[config.mk]
export PLATFORM = sky130hd
export DESIGN_NAME = xmb_bus_if
export DESIGN_NICKNAME = d
export VERILOG_FILES = /design/src/core/xmb_bus_if.v /design/src/core/xmb_sync2.v
export VERILOG_INCLUDE_DIRS = /design/src /design/src/core
export SDC_FILE = /design/constraint.sdc
export NUM_CORES = 1
export LEC_CHECK = 0
export ABC_AREA = 1
export BUFFER_PORTS_ARGS = -buffer_cell sky130_fd_sc_hd__buf_2
export CELL_PAD_IN_SITES_DETAIL_PLACEMENT = 0
export CELL_PAD_IN_SITES_GLOBAL_PLACEMENT = 1
export CORE_ASPECT_RATIO = 1.5
export CORE_UTILIZATION = 38
export DETAILED_ROUTE_END_ITERATION = 12
export GPL_ROUTABILITY_DRIVEN = 0
export GPL_TIMING_DRIVEN = 0
export PLACE_DENSITY = 0.83
export SLEW_MARGIN = 5
export SYNTH_ARGS = -nofsm -noshare
export SYNTH_HDL_FRONTEND = slang
export SYNTH_SLANG_ARGS = --single-unit
[constraint.sdc]
create_clock -name I_CLOCK -period 3.5 [get_ports I_CLOCK]
set_clock_uncertainty 0.1 [all_clocks]
set_input_delay 0.7 -clock I_CLOCK [delete_from_list [all_inputs] [get_ports I_CLOCK]]
set_output_delay 0.7 -clock I_CLOCK [all_outputs]
set_load 0.01 [all_outputs]
[src/core/xmb_defines.vh]
// constants for the external memory bus interface
`ifndef XMB_DEFINES_VH
`define XMB_DEFINES_VH
`define XMB_ROM_LAST      16'h1fff
`define XMB_VEC_HI_ADDR   16'h0000
`define XMB_VEC_LO_ADDR   16'h0001
`define XMB_WAIT_W        3
`define XMB_SPACE_PROG    1'b1
`define XMB_SPACE_DATA    1'b0
`define XMB_KIND_NORMAL   2'h0
`define XMB_KIND_STACK    2'h1
`define XMB_KIND_MOVE     2'h2
`endif

[src/core/xmb_bus_if.v]
// external memory bus engine: strobes, muxed address/data, space select, vector fetch
`timescale 1ns/1ps
`include "xmb_defines.vh"
module xmb_bus_if
(
   // clock and reset
   input  wire        I_CLOCK,
   input  wire        I_RESET,
   // core request side
   input  wire        I_REQ,
   input  wire        I_REQ_WRITE,
   input  wire [15:0] I_REQ_ADDR,
   input  wire [7:0]  I_REQ_WDATA,
   input  wire [1:0]  I_REQ_KIND,
   input  wire        I_REQ_MOVE_SPACE,
   input  wire        I_SEL_DATA_SPACE_OP,
   input  wire        I_SEL_PROG_SPACE_OP,
   input  wire        I_FLOAT_BUS,
   input  wire [2:0]  I_PROG_WAIT,
   input  wire [2:0]  I_DATA_WAIT,
   output wire        O_REQ_READY,
   output reg         O_RESP_VALID,
   output reg  [7:0]  O_RESP_RDATA,
   output reg         O_VEC_VALID,
   output reg  [15:0] O_START_ADDR,
   // internal rom port
   output reg  [15:0] O_ROM_ADDR,
   input  wire [7:0]  I_ROM_DATA,
   // external bus pins
   output reg         O_ADDR_LATCH_STROBE_N,
   output reg         O_DATA_XFER_STROBE_N,
   output reg         O_READ_NOT_WRITE,
   output reg         O_SPACE_PROG,
   output wire        O_CTRL_OE,
   input  wire [7:0]  I_MUXED_AD,
   output reg  [7:0]  O_MUXED_AD,
   output wire [7:0]  O_MUXED_AD_OE,
   output reg  [7:0]  O_HIGH_ADDR,
   output wire [7:0]  O_HIGH_ADDR_OE,
   input  wire        I_EXT_WAIT,
   input  wire        I_BUS_HOLD_REQUEST_N,
   output reg         O_BUS_HOLD_GRANT_N
);
   localparam S_IDLE  = 3'h0;
   localparam S_ADDR  = 3'h1;
   localparam S_LATCH = 3'h2;
   localparam S_DATA  = 3'h3;
   localparam S_END   = 3'h4;
   localparam S_INT   = 3'h5;
   localparam S_HOLD  = 3'h6;

   wire        wait_s;
   wire        hold_req_n_s;
   reg  [2:0]  state_r;
   reg  [2:0]  state_nxt;
   reg         space_sel_r;
   reg         cyc_space_r;
   reg         cyc_write_r;
   reg  [15:0] cyc_addr_r;
   reg  [7:0]  cyc_wdata_r;
   reg         ad_drive_r;
   reg         drive_r;
   reg  [2:0]  wait_cnt_r;
   reg  [1:0]  vec_step_r;
   reg  [7:0]  vec_hi_r;
   reg         vec_active_r;
   reg         req_space;

   xmb_sync2 #(.RESET_VAL(1'b0)) u_wait_sync
   (
      .i_clk (I_CLOCK),
      .i_rst (I_RESET),
      .i_d   (I_EXT_WAIT),
      .o_q   (wait_s)
   );
   xmb_sync2 #(.RESET_VAL(1'b1)) u_hold_sync
   (
      .i_clk (I_CLOCK),
      .i_rst (I_RESET),
      .i_d   (I_BUS_HOLD_REQUEST_N),
      .o_q   (hold_req_n_s)
   );

   // internal rom only in program space
   function is_internal;
      input [15:0] addr;
      input        space;
      begin
         is_internal = (space == `XMB_SPACE_PROG) && (addr <= `XMB_ROM_LAST);
      end
   endfunction

   // space of a new cycle: stack forces data, moves follow opcode
   always @*
   begin
      case (I_REQ_KIND)
         `XMB_KIND_STACK: req_space = `XMB_SPACE_DATA;
         `XMB_KIND_MOVE:  req_space = I_REQ_MOVE_SPACE;
         default:         req_space = space_sel_r;
      endcase
   end

   wire start_ok = (state_r == S_IDLE) && !vec_active_r && hold_req_n_s && !I_FLOAT_BUS;
   assign O_REQ_READY = start_ok;
   wire vec_start = (state_r == S_IDLE) && vec_active_r && hold_req_n_s && !I_FLOAT_BUS;
   wire new_cyc = (start_ok && I_REQ) || vec_start;
   wire new_space = vec_active_r ? `XMB_SPACE_PROG : req_space;
   wire [15:0] new_addr = vec_active_r ? (vec_step_r[0] ? `XMB_VEC_LO_ADDR : `XMB_VEC_HI_ADDR) : I_REQ_ADDR;
   wire new_write = vec_active_r ? 1'b0 : I_REQ_WRITE;
   wire [2:0] wait_cfg = (cyc_space_r == `XMB_SPACE_PROG) ? I_PROG_WAIT : I_DATA_WAIT;

   always @*
   begin
      state_nxt = state_r;
      case (state_r)
         S_IDLE:
         begin
            if (!hold_req_n_s)
               state_nxt = S_HOLD;
            else if (new_cyc)
               state_nxt = is_internal(new_addr, new_space) ? S_INT : S_ADDR;
         end
         S_ADDR:  state_nxt = S_LATCH;
         S_LATCH: state_nxt = S_DATA;
         S_DATA:
         begin
            // pin wait is seen two clocks late; programmed waits must cover that
            if (wait_cnt_r == 3'h0 && !wait_s)
               state_nxt = S_END;
         end
         S_END:   state_nxt = S_IDLE;
         S_INT:   state_nxt = S_IDLE;
         S_HOLD:
         begin
            if (hold_req_n_s)
               state_nxt = S_IDLE;
         end
         default: state_nxt = S_IDLE;
      endcase
   end

   // pins float together under program control or while bus is granted
   assign O_CTRL_OE      = drive_r;
   assign O_MUXED_AD_OE  = {8{drive_r & ad_drive_r}};
   assign O_HIGH_ADDR_OE = {8{drive_r}};

   always @(posedge I_CLOCK)
   begin
      if (I_RESET)
      begin
         state_r               <= S_IDLE;
         space_sel_r           <= `XMB_SPACE_PROG;
         cyc_space_r           <= `XMB_SPACE_PROG;
         cyc_write_r           <= 1'b0;
         cyc_addr_r            <= 16'h0000;
         cyc_wdata_r           <= 8'h00;
         ad_drive_r            <= 1'b0;
         drive_r               <= 1'b0;
         wait_cnt_r            <= 3'h0;
         vec_step_r            <= 2'h0;
         vec_hi_r              <= 8'h00;
         vec_active_r          <= 1'b1;
         O_RESP_VALID          <= 1'b0;
         O_RESP_RDATA          <= 8'h00;
         O_VEC_VALID           <= 1'b0;
         O_START_ADDR          <= 16'h0000;
         O_ROM_ADDR            <= 16'h0000;
         O_ADDR_LATCH_STROBE_N <= 1'b1;
         O_DATA_XFER_STROBE_N  <= 1'b1;
         O_READ_NOT_WRITE      <= 1'b1;
         O_SPACE_PROG          <= `XMB_SPACE_PROG;
         O_MUXED_AD            <= 8'h00;
         O_HIGH_ADDR           <= 8'h00;
         O_BUS_HOLD_GRANT_N    <= 1'b1;
      end
      else
      begin
         state_r      <= state_nxt;
         O_RESP_VALID <= 1'b0;
         O_VEC_VALID  <= 1'b0;
         if (I_SEL_DATA_SPACE_OP)
            space_sel_r <= `XMB_SPACE_DATA;
         else if (I_SEL_PROG_SPACE_OP)
            space_sel_r <= `XMB_SPACE_PROG;
         // float only between cycles so no cycle is cut short
         if (state_r == S_IDLE || state_r == S_HOLD)
            drive_r <= !I_FLOAT_BUS && (state_nxt != S_HOLD);
         O_BUS_HOLD_GRANT_N <= !(state_nxt == S_HOLD);
         case (state_r)
            S_IDLE:
            begin
               if (new_cyc && hold_req_n_s)
               begin
                  cyc_addr_r  <= new_addr;
                  cyc_space_r <= new_space;
                  cyc_write_r <= new_write;
                  cyc_wdata_r <= I_REQ_WDATA;
                  O_ROM_ADDR  <= new_addr;
                  if (!is_internal(new_addr, new_space))
                  begin
                     // address, direction and space set up ahead of strobe
                     O_MUXED_AD       <= new_addr[7:0];
                     O_HIGH_ADDR      <= new_addr[15:8];
                     O_SPACE_PROG     <= new_space;
                     O_READ_NOT_WRITE <= !new_write;
                     ad_drive_r       <= 1'b1;
                  end
               end
            end
            S_ADDR:
               O_ADDR_LATCH_STROBE_N <= 1'b0;
            S_LATCH:
            begin
               O_ADDR_LATCH_STROBE_N <= 1'b1;
               O_DATA_XFER_STROBE_N  <= 1'b0;
               wait_cnt_r            <= wait_cfg;
               if (cyc_write_r)
                  O_MUXED_AD <= cyc_wdata_r;
               else
                  ad_drive_r <= 1'b0;
            end
            S_DATA:
            begin
               if (wait_cnt_r != 3'h0)
                  wait_cnt_r <= wait_cnt_r - 3'h1;
               if (state_nxt == S_END)
               begin
                  O_DATA_XFER_STROBE_N <= 1'b1;
                  O_RESP_RDATA         <= I_MUXED_AD;
               end
            end
            S_END:
            begin
               O_READ_NOT_WRITE <= 1'b1;
               ad_drive_r       <= 1'b0;
            end
            default:
            begin
            end
         endcase
         // finish: S_END for external, S_INT for rom (data strobe untouched)
         if (state_r == S_END || state_r == S_INT)
         begin
            if (vec_active_r)
            begin
               if (vec_step_r[0])
               begin
                  O_START_ADDR <= {vec_hi_r, (state_r == S_INT) ? I_ROM_DATA : O_RESP_RDATA};
                  O_VEC_VALID  <= 1'b1;
                  vec_active_r <= 1'b0;
               end
               else
                  vec_hi_r <= (state_r == S_INT) ? I_ROM_DATA : O_RESP_RDATA;
               vec_step_r <= vec_step_r + 2'h1;
            end
            else
            begin
               O_RESP_VALID <= 1'b1;
               if (state_r == S_INT)
                  O_RESP_RDATA <= I_ROM_DATA;
            end
         end
      end
   end
endmodule // xmb_bus_if

[src/core/xmb_sync2.v]
// two flip-flop synchroniser for pin inputs
`timescale 1ns/1ps
module xmb_sync2
#(
   parameter RESET_VAL = 1'b1
)
(
   input  wire i_clk,
   input  wire i_rst,
   input  wire i_d,
   output wire o_q
);
   reg stage1_r;
   reg stage2_r;
   always @(posedge i_clk)
   begin
      if (i_rst)
      begin
         stage1_r <= RESET_VAL;
         stage2_r <= RESET_VAL;
      end
      else
      begin
         stage1_r <= i_d;
         stage2_r <= stage1_r;
      end
   end
   assign o_q = stage2_r;
endmodule // xmb_sync2

==> results of run 1 <==
[Yosys cell counts, types with 4 or more instances]
library cell and instances:
a21oi_1 46, buf_4 16, inv_1 85, clkbuf_1 9
buf_6 4, a211oi_1 5, inv_2 5, nand2_2 4
dfxtp_1 96, nand3_1 18, o21ai_0 54, nor2_1 66
nand2_1 118, o211ai_1 5, buf_2 12, nand4_1 11
o22ai_1 8
[sequential cells by signal (all words and copies together), names as in the netlist, 3 cells and up]
name          cells
O_HIGH_ADDR       8
O_MUXED_AD        8
O_RESP_RDATA      8
O_ROM_ADDR       16
O_START_ADDR     16
cyc_wdata_r       8
state_r           3
vec_hi_r          8
wait_cnt_r        3
[power by group through the flow]
stage / sequential (mW) / combinational (mW) / clock [mW]
global placement: 1.40 / 1.08 / 0
floorplan: 1.43 / 0.714 / 0
CTS: 1.38 / 1.10 / 1.00
global route: 1.40 / 1.23 / 1.05
finish: 1.38 / 1.09 / 0.979
detailed placement: 1.41 / 1.09 / 0
[metal layers]
metal	GRT usage [%]	vias to the layer above
li1	-	2164
met4	6.183	0
met2	35.98	117
met5	0	-
met3	4.195	8
met1	23.09	1879
[path summary, 6_finish.rpt]
path | from | end | slack [ns] | cells after the start
max reg2reg | state_r[2]$_SDFF_PP0_ | O_RESP_RDATA[5]$_SDFF_PP0_ | 1.58 | 8
min reg2reg | u_hold_sync.stage1_r$_SDFF_PP1_ | u_hold_sync.o_q$_SDFF_PP1_ | 0.31 | 1
min | u_hold_sync.stage1_r$_SDFF_PP1_ | u_hold_sync.o_q$_SDFF_PP1_ | 0.31 | 1
max | O_CTRL_OE$_SDFFE_PP0P_ | O_MUXED_AD_OE[3] | 1.25 | 4
[layout make-up]
type / instances / area, um2
Buffer: 42 / 266.5
Clock buffer: 11 / 242.7
Clock inverter: 4 / 55.05
Fill cell: 1137 / 5554
Inverter: 92 / 345.3
Multi-Input combinational cell: 362 / 1737
Sequential cell: 96 / 1922
Tap cell: 147 / 183.9
Timing Repair Buffer: 138 / 690.7
[worst max-delay path: stages (launching register included)]
cell and delay, ns:
dfxtp_1 0.56, nand2_1 0.10, inv_1 0.19, buf_4 0.14
buf_2 0.12
[cells in the final DEF, fill, tap and decap left out, types with 4 or more instances in the layout]
master	count
a211oi_1	5
a21oi_1	46
buf_2	150
buf_4	16
buf_6	4
clkbuf_1	10
clkbuf_16	9
dfxtp_1	96
inv_1	85
inv_2	5
nand2_1	118
nand2_2	4
nand3_1	18
nand4_1	11
nor2_1	66
o211ai_1	5
o21ai_0	54
o22ai_1	8
[per-stage QoR]
stage	hold slack [ns]	std cells	cell area, um2	power, mW
floorplan	0.2883	592	4270	2.144
global placement	0.2915	877	5145	2.478
detailed placement	0.2994	877	5145	2.497
CTS	0.3151	892	5443	3.484
global route	0.3235	892	5443	3.681
finish	0.3135	892	5443	3.450
[cell families (layout without fill, tap and decap cells)]
logic type      Yosys count  count (layout)  share of synthesized area [%]
simple gates            234             234                          23.73
compound gates          124             124                          15.85
buf+inv                 134             287                          14.33
fa+ha+maj                 3               3                         0.8791
flops                    96              96                          45.00
xor+xnor                  1               1                         0.2051
==> summary.md, run 1 <==
- met4 — highest routed metal layer
- 40.0% — Flop pwr share
- 96 — count of state elements after synthesis
- 96 — clock sinks
- done — TritonCTS clock tree
- 4270 um2 — netlist area before placement
- 0 — final count of pins violating max slew
- 1.45 ns — WP data arrival
- 20.02% — Overall Global Routing Usage
- 27.45% — synthesis-to-finish area growth
- 0.5848 ns — slew of the pin with the lowest slew margin
- clkbuf_16 — root buffer cell
- 0 — Post-CTS Setup Bufs
- 444.6 MHz — Max Fclk
- 34.51% — Sw Ratio
- 2 — Clock Tree Buf Depth
- 139 — boundary pin count
- reg2reg — type of the worst min-delay path
- 28.4% — Clk network pwr share
- 0.34 ns — insertion delay of the later-clocked pin in the worst-skew pair
- 12.97 um — average wire per standard cell
- 0 — final hold violations
- 2.764 nW — leakage power total
- 0 — Setup Viol. Count Final
- 0.3721 mV — worst supply voltage drop on vdd
- 131.8 um — Vert. Die Dim
- 0 — antenna violations before repair
- 45.00% — portion of the post-synthesis area used by sequential elements
- 47 — standard-cell row count
- reg2out — Critical Setup Path Class
- 4.673 — via-per-instance ratio
- 1.196 ns — Setup WS pre-CTS
- 9 — CTS buffer count
- 7.213 um2 — Syn Area/Cell
- 0 — post_cts resized
- 64.27% — ratio of final minimum period to clock period
- 633.8 nW/um2 — power density normalized to cell area
- 2.259 mW — Int Power
- output port — nature of the critical path endpoint
- finished clean — run status
- 653 — Mapped Nets
- 1.251 ns — Setup WS post-layout
- 0 — Antenna Violating Nets Remaining
- 1.191 mW — switching pwr
- flip-flop — category of the worst setup path launch point
- 11570 um — detailed-route wire length
- 45.00% — portion of synthesized cell area occupied by the leading cell type
- 0 — hold buffer count at CTS
- dfxtp_1 (45%), nand2_1 (10%), inv_1 (7.5%) — leading cell types by total area after synthesis
- 138 — Port Buf Inserts
- 2.70 ns — endpoint required time on the critical path
- 592 — instance count of the mapped netlist
- 6008 um — sum of met2 wire segment lengths after detailed routing
- 3835 — vias in the first global route
- 8982 um — sum of net half-perimeters after detailed placement
- 6 — TritonRoute pass-1 iters
- 88.56 um — die extent in x
- 61.01% — headroom to the max-slew limit
- 0 — DRC Markers
- 0% — async set or reset register ratio after synthesis
- 31.6% — Combinational Power Share
- 0.07 ns — clock-pin slew on the worst setup and hold paths
- 0 — Synthesis Warnings
- dfxtp_1 — most used flip-flop cell after synthesis
- 0 — diode count
- dfxtp_1 — cell accounting for the most synthesized area
- 0 — number of synthesized flops with an enable pin
- no — RSZ-0062 raised after global routing
- 0 — number of max-cap violations
- 34 — Cell variety after synth
- 802 — number of nets in the finished design
- 191 — number of design-rule violations left by the first detailed-router iteration
- 27.79% — share of post-route cells with drive strength above 1
- 3 — H-tree depth reported by CTS
- 4886 um — wire length the detailed router placed on met1
- 543 um — amount of wire on met3 after detailed routing
- 49.49% — end-of-flow core utilization
- 4168 — total number of vias
- 11 — largest fanout of any net on the critical path
- 18200 um — global-route wire length before repair
- 2.249 ns — post-route minimum period
- 38.83% — Initial Util
- 0 ns — Fin Setup TNS
- 0 — aggregate global routing overflow
- 11670 um2 — Die Area
- 11000 um2 — area of the core
- 16 — largest net degree at the start of global routing
(Power assumes the default switching activity.)
==> run 2: changes to the inputs <==
--- a/config.mk
+++ b/config.mk
@@ -6,16 +6,16 @@
 export SDC_FILE = /design/constraint.sdc
 export NUM_CORES = 1
 export LEC_CHECK = 0
-export ABC_AREA = 1
+export ABC_AREA = 0
 export BUFFER_PORTS_ARGS = -buffer_cell sky130_fd_sc_hd__buf_2
 export CELL_PAD_IN_SITES_DETAIL_PLACEMENT = 0
 export CELL_PAD_IN_SITES_GLOBAL_PLACEMENT = 1
 export CORE_ASPECT_RATIO = 1.5
-export CORE_UTILIZATION = 38
+export CORE_UTILIZATION = 33
 export DETAILED_ROUTE_END_ITERATION = 12
 export GPL_ROUTABILITY_DRIVEN = 0
 export GPL_TIMING_DRIVEN = 0
-export PLACE_DENSITY = 0.83
+export PLACE_DENSITY = 0.74
 export SLEW_MARGIN = 5
 export SYNTH_ARGS = -nofsm -noshare
 export SYNTH_HDL_FRONTEND = slang
==> constraint.sdc (replaced) <==
create_clock -name I_CLOCK -period 1.9 [get_ports I_CLOCK]
set_clock_uncertainty 0.1 [all_clocks]
set_input_delay 0.38 -clock I_CLOCK [delete_from_list [all_inputs] [get_ports I_CLOCK]]
set_output_delay 0.38 -clock I_CLOCK [all_outputs]
set_load 0.01 [all_outputs]
==> summary.md, run 2 <==
- 49 — standard-cell row count, +4.3%
- 0 — diode count, unchanged
- 3 — H-tree depth reported by CTS, unchanged
- dfxtp_1 (46%), mux2i_1 (6.8%), nand2_1 (6.0%) — leading cell types by total area after synthesis
- 139 — boundary pin count, unchanged
- 46.49% — portion of synthesized cell area occupied by the leading cell type, +1.5 points
- 46.49% — portion of the post-synthesis area used by sequential elements, +1.5 points
- dfxtp_1 — library cell with the highest instance count after synthesis
- 4.833 — via-per-instance ratio, +3.4%
- in2reg — type of the worst min-delay path
- 0 ns — Fin Setup TNS, unchanged
- 12990 um2 — Die Area, +11%
- 0 — Antenna Violating Nets Remaining, unchanged
- dfxtp_1 — most used flip-flop cell after synthesis
- 36.13% — share of post-route cells with drive strength above 1, +8.3 points
- done — TritonCTS clock tree
- 1203 — Layout fillers, +5.8%
- 755 — Cell Count Post-Placement, -14%
- 0 — Synthesis Warnings, unchanged
- 4134 um2 — netlist area before placement, -3.2%
- 0 — number of synthesized flops with an enable pin, unchanged
- 5067 um2 — area after detailed placement, -1.5%
- buf_2 — most frequent standard cell in the layout excluding fill and tap cells
- 0.03 ns — setup slack of the worst register-to-register path, -1.55 ns
- 1049 nW/um2 — power density normalized to cell area, +66%
- 8 — largest fanout of any net on the critical path, -3
- 2.03 ns — endpoint required time on the critical path, -0.67 ns
- 98.66% — ratio of final minimum period to clock period
- 676 — number of nets in the finished design, -16%
- 0.02540 ns — Setup WS post-layout, -1.225 ns
- 0 — final hold violations, unchanged
- 773 — count of placed standard cells in the final layout, fillers left out, -13%
- 533.4 MHz — Max Fclk
- clkbuf_16 — root buffer cell
- 46 — Cell variety after synth, +35%
- 0 — final count of pins violating max slew, unchanged
- O_ROM_ADDR: 16 flops, O_START_ADDR: 16 flops — registers with the most flip-flops
- 5500 um2 — fin area, +1.1%
- 0.07 ns — clock-pin slew on the worst setup and hold paths, about the same
- 3736 — total number of vias, -10%
- 0 — DRC Markers, unchanged
- 2.01 ns — WP data arrival, +0.56 ns
- 526 — Mapped Nets, -19%
- 8.890 um2 — Syn Area/Cell, +23%
- 6 — Worst R2R Path Depth, -2
- 3607 — vias in the first global route, -5.9%
- 0.6816 ns — slew of the pin with the lowest slew margin, +0.09676 ns
- 93.39 um — die extent in x, +5.5%
- 18160 um — global-route wire length before repair, -0.19%
- 11800 um — detailed-route wire length, +2.0%
- 2 — Clock Tree Buf Depth, unchanged
- 18.20% — Overall Global Routing Usage, -1.8 points
- 0% — async set or reset register ratio after synthesis, unchanged
- 0 — Setup Viol. Count Final, unchanged
- 152 — number of design-rule violations left by the first detailed-router iteration, -20%
- yes — RSZ-0062 raised after global routing
- -0.3564 ns — Setup WS pre-CTS, -1.553 ns
- 139.1 um — Vert. Die Dim, +5.5%
- flip-flop — category of the worst setup path launch point
- 137 — Port Buf Inserts, -0.72%
- 1929 um2 — Register Area, +0.39%
- 1.875 ns — post-route minimum period
- 12080 um2 — area of the core, +9.8%
- O_MUXED_AD[7]$_SDFFE_PP0P_ — termination of the worst setup path
- dfxtp_1 (96), nand2_1 (66), a21oi_1 (49), nor2_1 (32), mux2i_1 (28) — most instantiated cells after synthesis
- 34.23% — Initial Util, -4.6 points
- 0 — aggregate global routing overflow, unchanged
- 54.56% — headroom to the max-slew limit, -6.5 points
- 0.1331 ns — final worst hold slack, -0.1804 ns
- 9 — CTS buffer count, unchanged
- reg2reg — Critical Setup Path Class
- 96 — count of state elements after synthesis, unchanged
- finished clean — run status
- 96 — clock sinks, unchanged
- 2.539 nW — leakage power total, -8.1%
- 0.5476 mV — worst supply voltage drop on vdd, +47%
- 2004 um2 — area taken by multi-input logic gates, +15%
- buf_2 (145), dfxtp_1 (92), nand2_1 (65), a21oi_1 (48), nor2_1 (31) — commonest non-fill, non-tap cells in the layout
- O_MUXED_AD[7]$_SDFFE_PP0P_ — reg2reg end
- dfxtp_1 — cell accounting for the most synthesized area
- 465 — instance count of the mapped netlist, -21%
- 33.05% — synthesis-to-finish area growth
- 0 — antenna violations before repair, unchanged
- 0 — number of max-cap violations, unchanged
- 15.27 um — average wire per standard cell, +18%
- state_r[0]$_SDFF_PP0_ — launch point of the worst path
- state_r[0]$_SDFF_PP0_ — worst reg2reg startpoint
- 18 — largest net degree at the start of global routing, +2
- 8993 um — sum of net half-perimeters after detailed placement, +0.12%
- flip-flop — nature of the critical path endpoint
- 0.34 ns — insertion delay of the later-clocked pin in the worst-skew pair, about the same
- 4 — TritonRoute pass-1 iters, -2
run 2: per-stage QoR:
| step | power [mW] | util [%] |
|---|---|---|
| final | 5.772 | 45.54 |
| after detailed placement | 3.902 | 41.96 |
| after CTS | 5.799 | 45.23 |
| after global routing | 6.088 | 45.54 |
| after global placement | 3.875 | 41.96 |
| after floorplan | 3.425 | - |
run 2: logic make-up after synthesis:
kind of cell	count (synthesis)	synth area share [%]
muxes	35	8.687
DFF	96	46.49
and+or+nand+nor	163	19.55
adders and majority gates	3	0.9081
AOI/OAI and AO/OA	113	16.77
buffers and inverters	55	7.597
run 2: how the worst min path moves through the flow:
| stage | depth (start not counted) | start | slack, ns | to |
|---|---|---|---|---|
| 5_1_grt | 2 | I_BUS_HOLD_REQUEST_N | 0.13 | u_hold_sync.stage1_r$_SDFF_PP1_ |
| 2_1_floorplan | 1 | u_hold_sync.stage1_r$_SDFF_PP1_ | 0.29 | u_hold_sync.o_q$_SDFF_PP1_ |
| 3_3_place_gp | 1 | u_hold_sync.stage1_r$_SDFF_PP1_ | 0.30 | u_hold_sync.o_q$_SDFF_PP1_ |
| 3_5_place_dp | 1 | u_hold_sync.stage1_r$_SDFF_PP1_ | 0.30 | u_hold_sync.o_q$_SDFF_PP1_ |
| 4_1_cts | 2 | I_SEL_DATA_SPACE_OP | 0.14 | space_sel_r$_SDFFE_PP1P_ |
| 6_report | 2 | I_BUS_HOLD_REQUEST_N | 0.13 | u_hold_sync.stage1_r$_SDFF_PP1_ |
run 2: critical path: stages, from the launching register on:
cell	delay (ns)
dfxtp_4	0.36
or2_4	0.28
nor4_4	0.33
buf_4	0.18
a32oi_4	0.05
buf_12	0.17
mux2_4	0.29
run 2: layout make-up:
type	count	area share, %
Buffer	44	5.164
Clock buffer	9	4.095
Clock inverter	7	1.433
Inverter	7	0.5687
Multi-Input combinational cell	314	36.44
Sequential cell	96	35.08
Tap cell	153	3.480
Timing Repair Buffer	143	13.74
run 2: what timing repair did:
| action | CTS | global route |
|---|---|---|
| setup buffers | 5 | 1 |
| setup endpoints to repair | 77 | 59 |
| pin swaps | 3 | 3 |
| resized for setup | 14 | 16 |
| hold buffers | 0 | 0 |
run 2: where the power goes:
| group | leakage (nW) | switching [mW] | internal (mW) |
|---|---|---|---|
| Combinational | 1.62 | 0.898 | 0.691 |
| Sequential | 0.779 | 0.145 | 2.19 |
| Clock | 0.139 | 0.813 | 1.03 |
run 2: layer usage:
layer	up-vias	part of all wire (%)	track usage, %
met1	1740	40	19.34
met2	103	53	34.52
li1	1881	-	-
met4	0	1.3	6.073
met5	-	0	0
met3	12	5.3	3.947
==> run 3: changes to the inputs <==
--- a/config.mk
+++ b/config.mk
@@ -8,15 +8,14 @@
 export LEC_CHECK = 0
 export ABC_AREA = 0
 export BUFFER_PORTS_ARGS = -buffer_cell sky130_fd_sc_hd__buf_2
-export CELL_PAD_IN_SITES_DETAIL_PLACEMENT = 0
-export CELL_PAD_IN_SITES_GLOBAL_PLACEMENT = 1
 export CORE_ASPECT_RATIO = 1.5
-export CORE_UTILIZATION = 33
+export CORE_UTILIZATION = 45
 export DETAILED_ROUTE_END_ITERATION = 12
 export GPL_ROUTABILITY_DRIVEN = 0
 export GPL_TIMING_DRIVEN = 0
-export PLACE_DENSITY = 0.74
+export PLACE_DENSITY = 0.73
 export SLEW_MARGIN = 5
 export SYNTH_ARGS = -nofsm -noshare
 export SYNTH_HDL_FRONTEND = slang
+export SYNTH_HIERARCHICAL = 1
 export SYNTH_SLANG_ARGS = --single-unit
==> summary.md, run 3 <==
- 3801 — vias in the first global route, +5.4%
- 2 — Hold Path Cell Cnt, unchanged
- 267 — number of design-rule violations left by the first detailed-router iteration, +76%
- 3.856 mW — Int Power, -1.5%
- 1.919 mW — switching pwr, +3.3%
- flip-flop — category of the worst setup path launch point
- 689 — number of nets in the finished design, +1.9%
- reg2out — Critical Setup Path Class
- 0.07 ns — setup slack of the worst register-to-register path, +0.04 ns
- 719 — Cell Count Post-Placement, -4.8%
- 46.53% — portion of the post-synthesis area used by sequential elements, about the same
- 8.769 um2 — Syn Area/Cell, -1.4%
- 30.8% — Clk network pwr share, -1.2 points
- finished, violations left — run status
- 4 — TritonRoute pass-1 iters, unchanged
- 18000 um — global-route wire length before repair, -0.91%
- negative setup slack — violated checks
- 0 — DRC Markers, unchanged
- 42 — standard-cell row count, -14%
- 1.48 ns — WP data arrival, -0.53 ns
- 119.3 um — Vert. Die Dim, -14%
- 0.07 ns — clock-pin slew on the worst setup and hold paths, about the same
- 139 — boundary pin count, unchanged
- 0.34 ns — insertion delay of the later-clocked pin in the worst-skew pair, about the same
- 8490 um — sum of net half-perimeters after detailed placement, -5.6%
- 138 — Port Buf Inserts, +0.73%
- state_r[1]$_SDFF_PP0_ — worst reg2reg startpoint
- 6 — Worst R2R Path Depth, unchanged
- 36.97% — share of post-route cells with drive strength above 1, +0.84 points
- 0 — number of max-cap violations, unchanged
- 0 — aggregate global routing overflow, unchanged
- 19 — largest net degree at the start of global routing, +1
- 33.23% — Sw Ratio, +1.1 points
- 2.565 nW — leakage power total, +1.0%
- O_HIGH_ADDR[2]$_SDFFE_PP0P_ — reg2reg end
- dfxtp_1 — most used flip-flop cell after synthesis
- 1041 nW/um2 — power density normalized to cell area, -0.85%
- u_hold_sync/stage1_r$_SDFF_PP1_ — endpoint with the worst hold slack
- 11390 um — detailed-route wire length, -3.5%
- I_BUS_HOLD_REQUEST_N — start point of the worst min-delay path
- 0 — final hold violations, unchanged
- 0 — antenna violations before repair, unchanged
- buf_2 — most frequent standard cell in the layout excluding fill and tap cells
- 46.53% — portion of synthesized cell area occupied by the leading cell type, about the same
- 5.312 — via-per-instance ratio, +9.9%
- 96 — count of state elements after synthesis, unchanged
- clkbuf_16 — root buffer cell
- 4130 um2 — netlist area before placement, about the same
- 0 — diode count, unchanged
- 1.956 ns — post-route minimum period, +0.08126 ns
- 743 — count of placed standard cells in the final layout, fillers left out, -3.9%
- 80.22 um — die extent in x, -14%
- 96 — clock sinks, unchanged
- 46.51% — Initial Util, +12 points
- 3947 — total number of vias, +5.6%
- dfxtp_1 (96), nand2_1 (68), a21oi_1 (48), nor2_1 (31), nor2b_1 (25) — most instantiated cells after synthesis
- dfxtp_1 — cell accounting for the most synthesized area
- 65.40% — headroom to the max-slew limit, +11 points
- output port — nature of the critical path endpoint
- yes — RSZ-0062 raised after global routing
- 0.5189 ns — slew of the pin with the lowest slew margin, -0.1626 ns
- 102.9% — ratio of final minimum period to clock period, +4.3 points
- O_ROM_ADDR: 16 flops, O_START_ADDR: 16 flops — registers with the most flip-flops
- 0 — final count of pins violating max slew, unchanged
- done — TritonCTS clock tree
- 9 — CTS buffer count, unchanged
- -0.05586 ns — Setup WS post-layout, -0.08126 ns
- dfxtp_1 — library cell with the highest instance count after synthesis
- 40.4% — Flop pwr share, about the same
- in2reg — type of the worst min-delay path
- 532 — Mapped Nets, +1.1%
- 0.5834 mV — worst supply voltage drop on vdd, +6.5%
- 24.58% — Overall Global Routing Usage, +6.4 points
- 62.48% — end-of-flow core utilization, +17 points
- 4 — largest fanout of any net on the critical path, -4
- 15.33 um — average wire per standard cell, +0.41%
- 3 — H-tree depth reported by CTS, unchanged
- 471 — instance count of the mapped netlist, +1.3%
- 2 — Clock Tree Buf Depth, unchanged
- 0% — async set or reset register ratio after synthesis, unchanged
- dfxtp_1 (47%), nand2_1 (6.2%), a21oi_1 (5.8%) — leading cell types by total area after synthesis
- buf_2 (142), dfxtp_1 (94), nand2_1 (68), a21oi_1 (47), buf_4 (31) — commonest non-fill, non-tap cells in the layout
- 0 — Antenna Violating Nets Remaining, unchanged
- 0 — number of synthesized flops with an enable pin, unchanged
- 1 — Setup Viol. Count Final, +1
- 1.42 ns — endpoint required time on the critical path, -0.61 ns
- 28.8% — Combinational Power Share, +1.3 points
- 511.3 MHz — Max Fclk, -4.2%
- 8881 um2 — area of the core, -26%
- 34.35% — synthesis-to-finish area growth
- 50 — Cell variety after synth, +8.7%
- 6 — Synthesis Warnings, +6
- 9573 um2 — Die Area, -26%
-- run 3: cell count changes in the layout (fill, tap and decap cells not counted), sizes merged, moves of 3 or more --
cell / change
nand3b: -3
mux2i: -7
nand2: +3
clkinvlp: -3
a211oi: +6
nand2b: +3
nand3: +8
o21bai: +4
buf: +7
o21ai: -11
-- run 3: per-stage QoR --
stage | setup slack (ns) | setup TNS (ns) | cell area (um2) | power [mW] | hold slack, ns
final | -0.05586 | -0.05586 | 5549 | 5.774 | 0.1270
after global routing | -0.1236 | -0.1328 | 5549 | 6.078 | 0.1239
after CTS | -0.06646 | -0.4559 | 5399 | 5.678 | 0.1205
after detailed placement | -0.3808 | -20.26 | 5026 | 3.847 | 0.2907
after global placement | -0.3546 | -17.16 | 5026 | 3.805 | 0.2941
after floorplan | -0.03864 | -0.2705 | 4198 | 3.388 | 0.2832
-- run 3: timing repair --
action,4_1_cts,5_1_grt
pin swaps,2,3
cloned,0,0
gates resized for setup,13,40
buffers inserted,3,6
hold buffers,0,0
setup endpoints to repair,33,91
-- run 3: layout make-up --
type,count,area [um2]
buffer,48,334.1
clock buffer,10,239.0
clock inverter,6,57.56
fill,779,3332
inverter,6,27.53
multi-input combinational,320,2052
sequential,96,1924
tap,110,137.6
timing repair buffer,147,777.0
-- run 3: critical path: stages, from the launching register on --
cell	delay (ns)
dfxtp_2	0.32
buf_6	0.12
buf_12	0.12
nor4_4	0.28
nor2b_4	0.19
buf_6	0.11
-- run 3: power groups by stage --
stage          clock, mW  combinational (mW)  sequential [mW]
2_1_floorplan          0                1.03             2.35
3_3_place_gp           0                1.46             2.35
3_5_place_dp           0                1.49             2.36
4_1_cts             1.82                1.54             2.32
5_1_grt             1.91                1.81             2.35
6_report            1.78                1.66             2.33
-- run 3: routing by layer --
metal	global-route usage [%]	routed length [um]	up-vias
met4	12.95	317	0
li1	-	-	1927
met1	27.17	4298	1857
met5	0	0	-
met3	4.904	708	22
met2	43.22	6067	141
-- run 3: cells by family after synthesis --
logic type	Yosys count	share of synthesized area [%]
buf+inv	55	7.301
simple gates	176	20.99
flops	96	46.53
compound gates	112	17.00
mux	29	7.271
fa+ha+maj	3	0.9089
-- run 3: how the worst max path moves through the flow --
stage                                          from                          to  slack, ns  cells after the start
after global routing      vec_active_r$_SDFFE_PP1N_                 O_REQ_READY      -0.12                      5
after detailed placement              I_REQ_KIND[0]  O_MUXED_AD[5]$_SDFFE_PP0P_      -0.38                      7
after floorplan                       I_REQ_KIND[1]  O_MUXED_AD[1]$_SDFFE_PP0P_      -0.04                      5
after CTS                     state_r[2]$_SDFF_PP0_                 O_REQ_READY      -0.07                      5
after global placement                      I_RESET     O_RESP_VALID$_SDFF_PP0_      -0.35                      5
final                     vec_active_r$_SDFFE_PP1N_                 O_REQ_READY      -0.06                      5
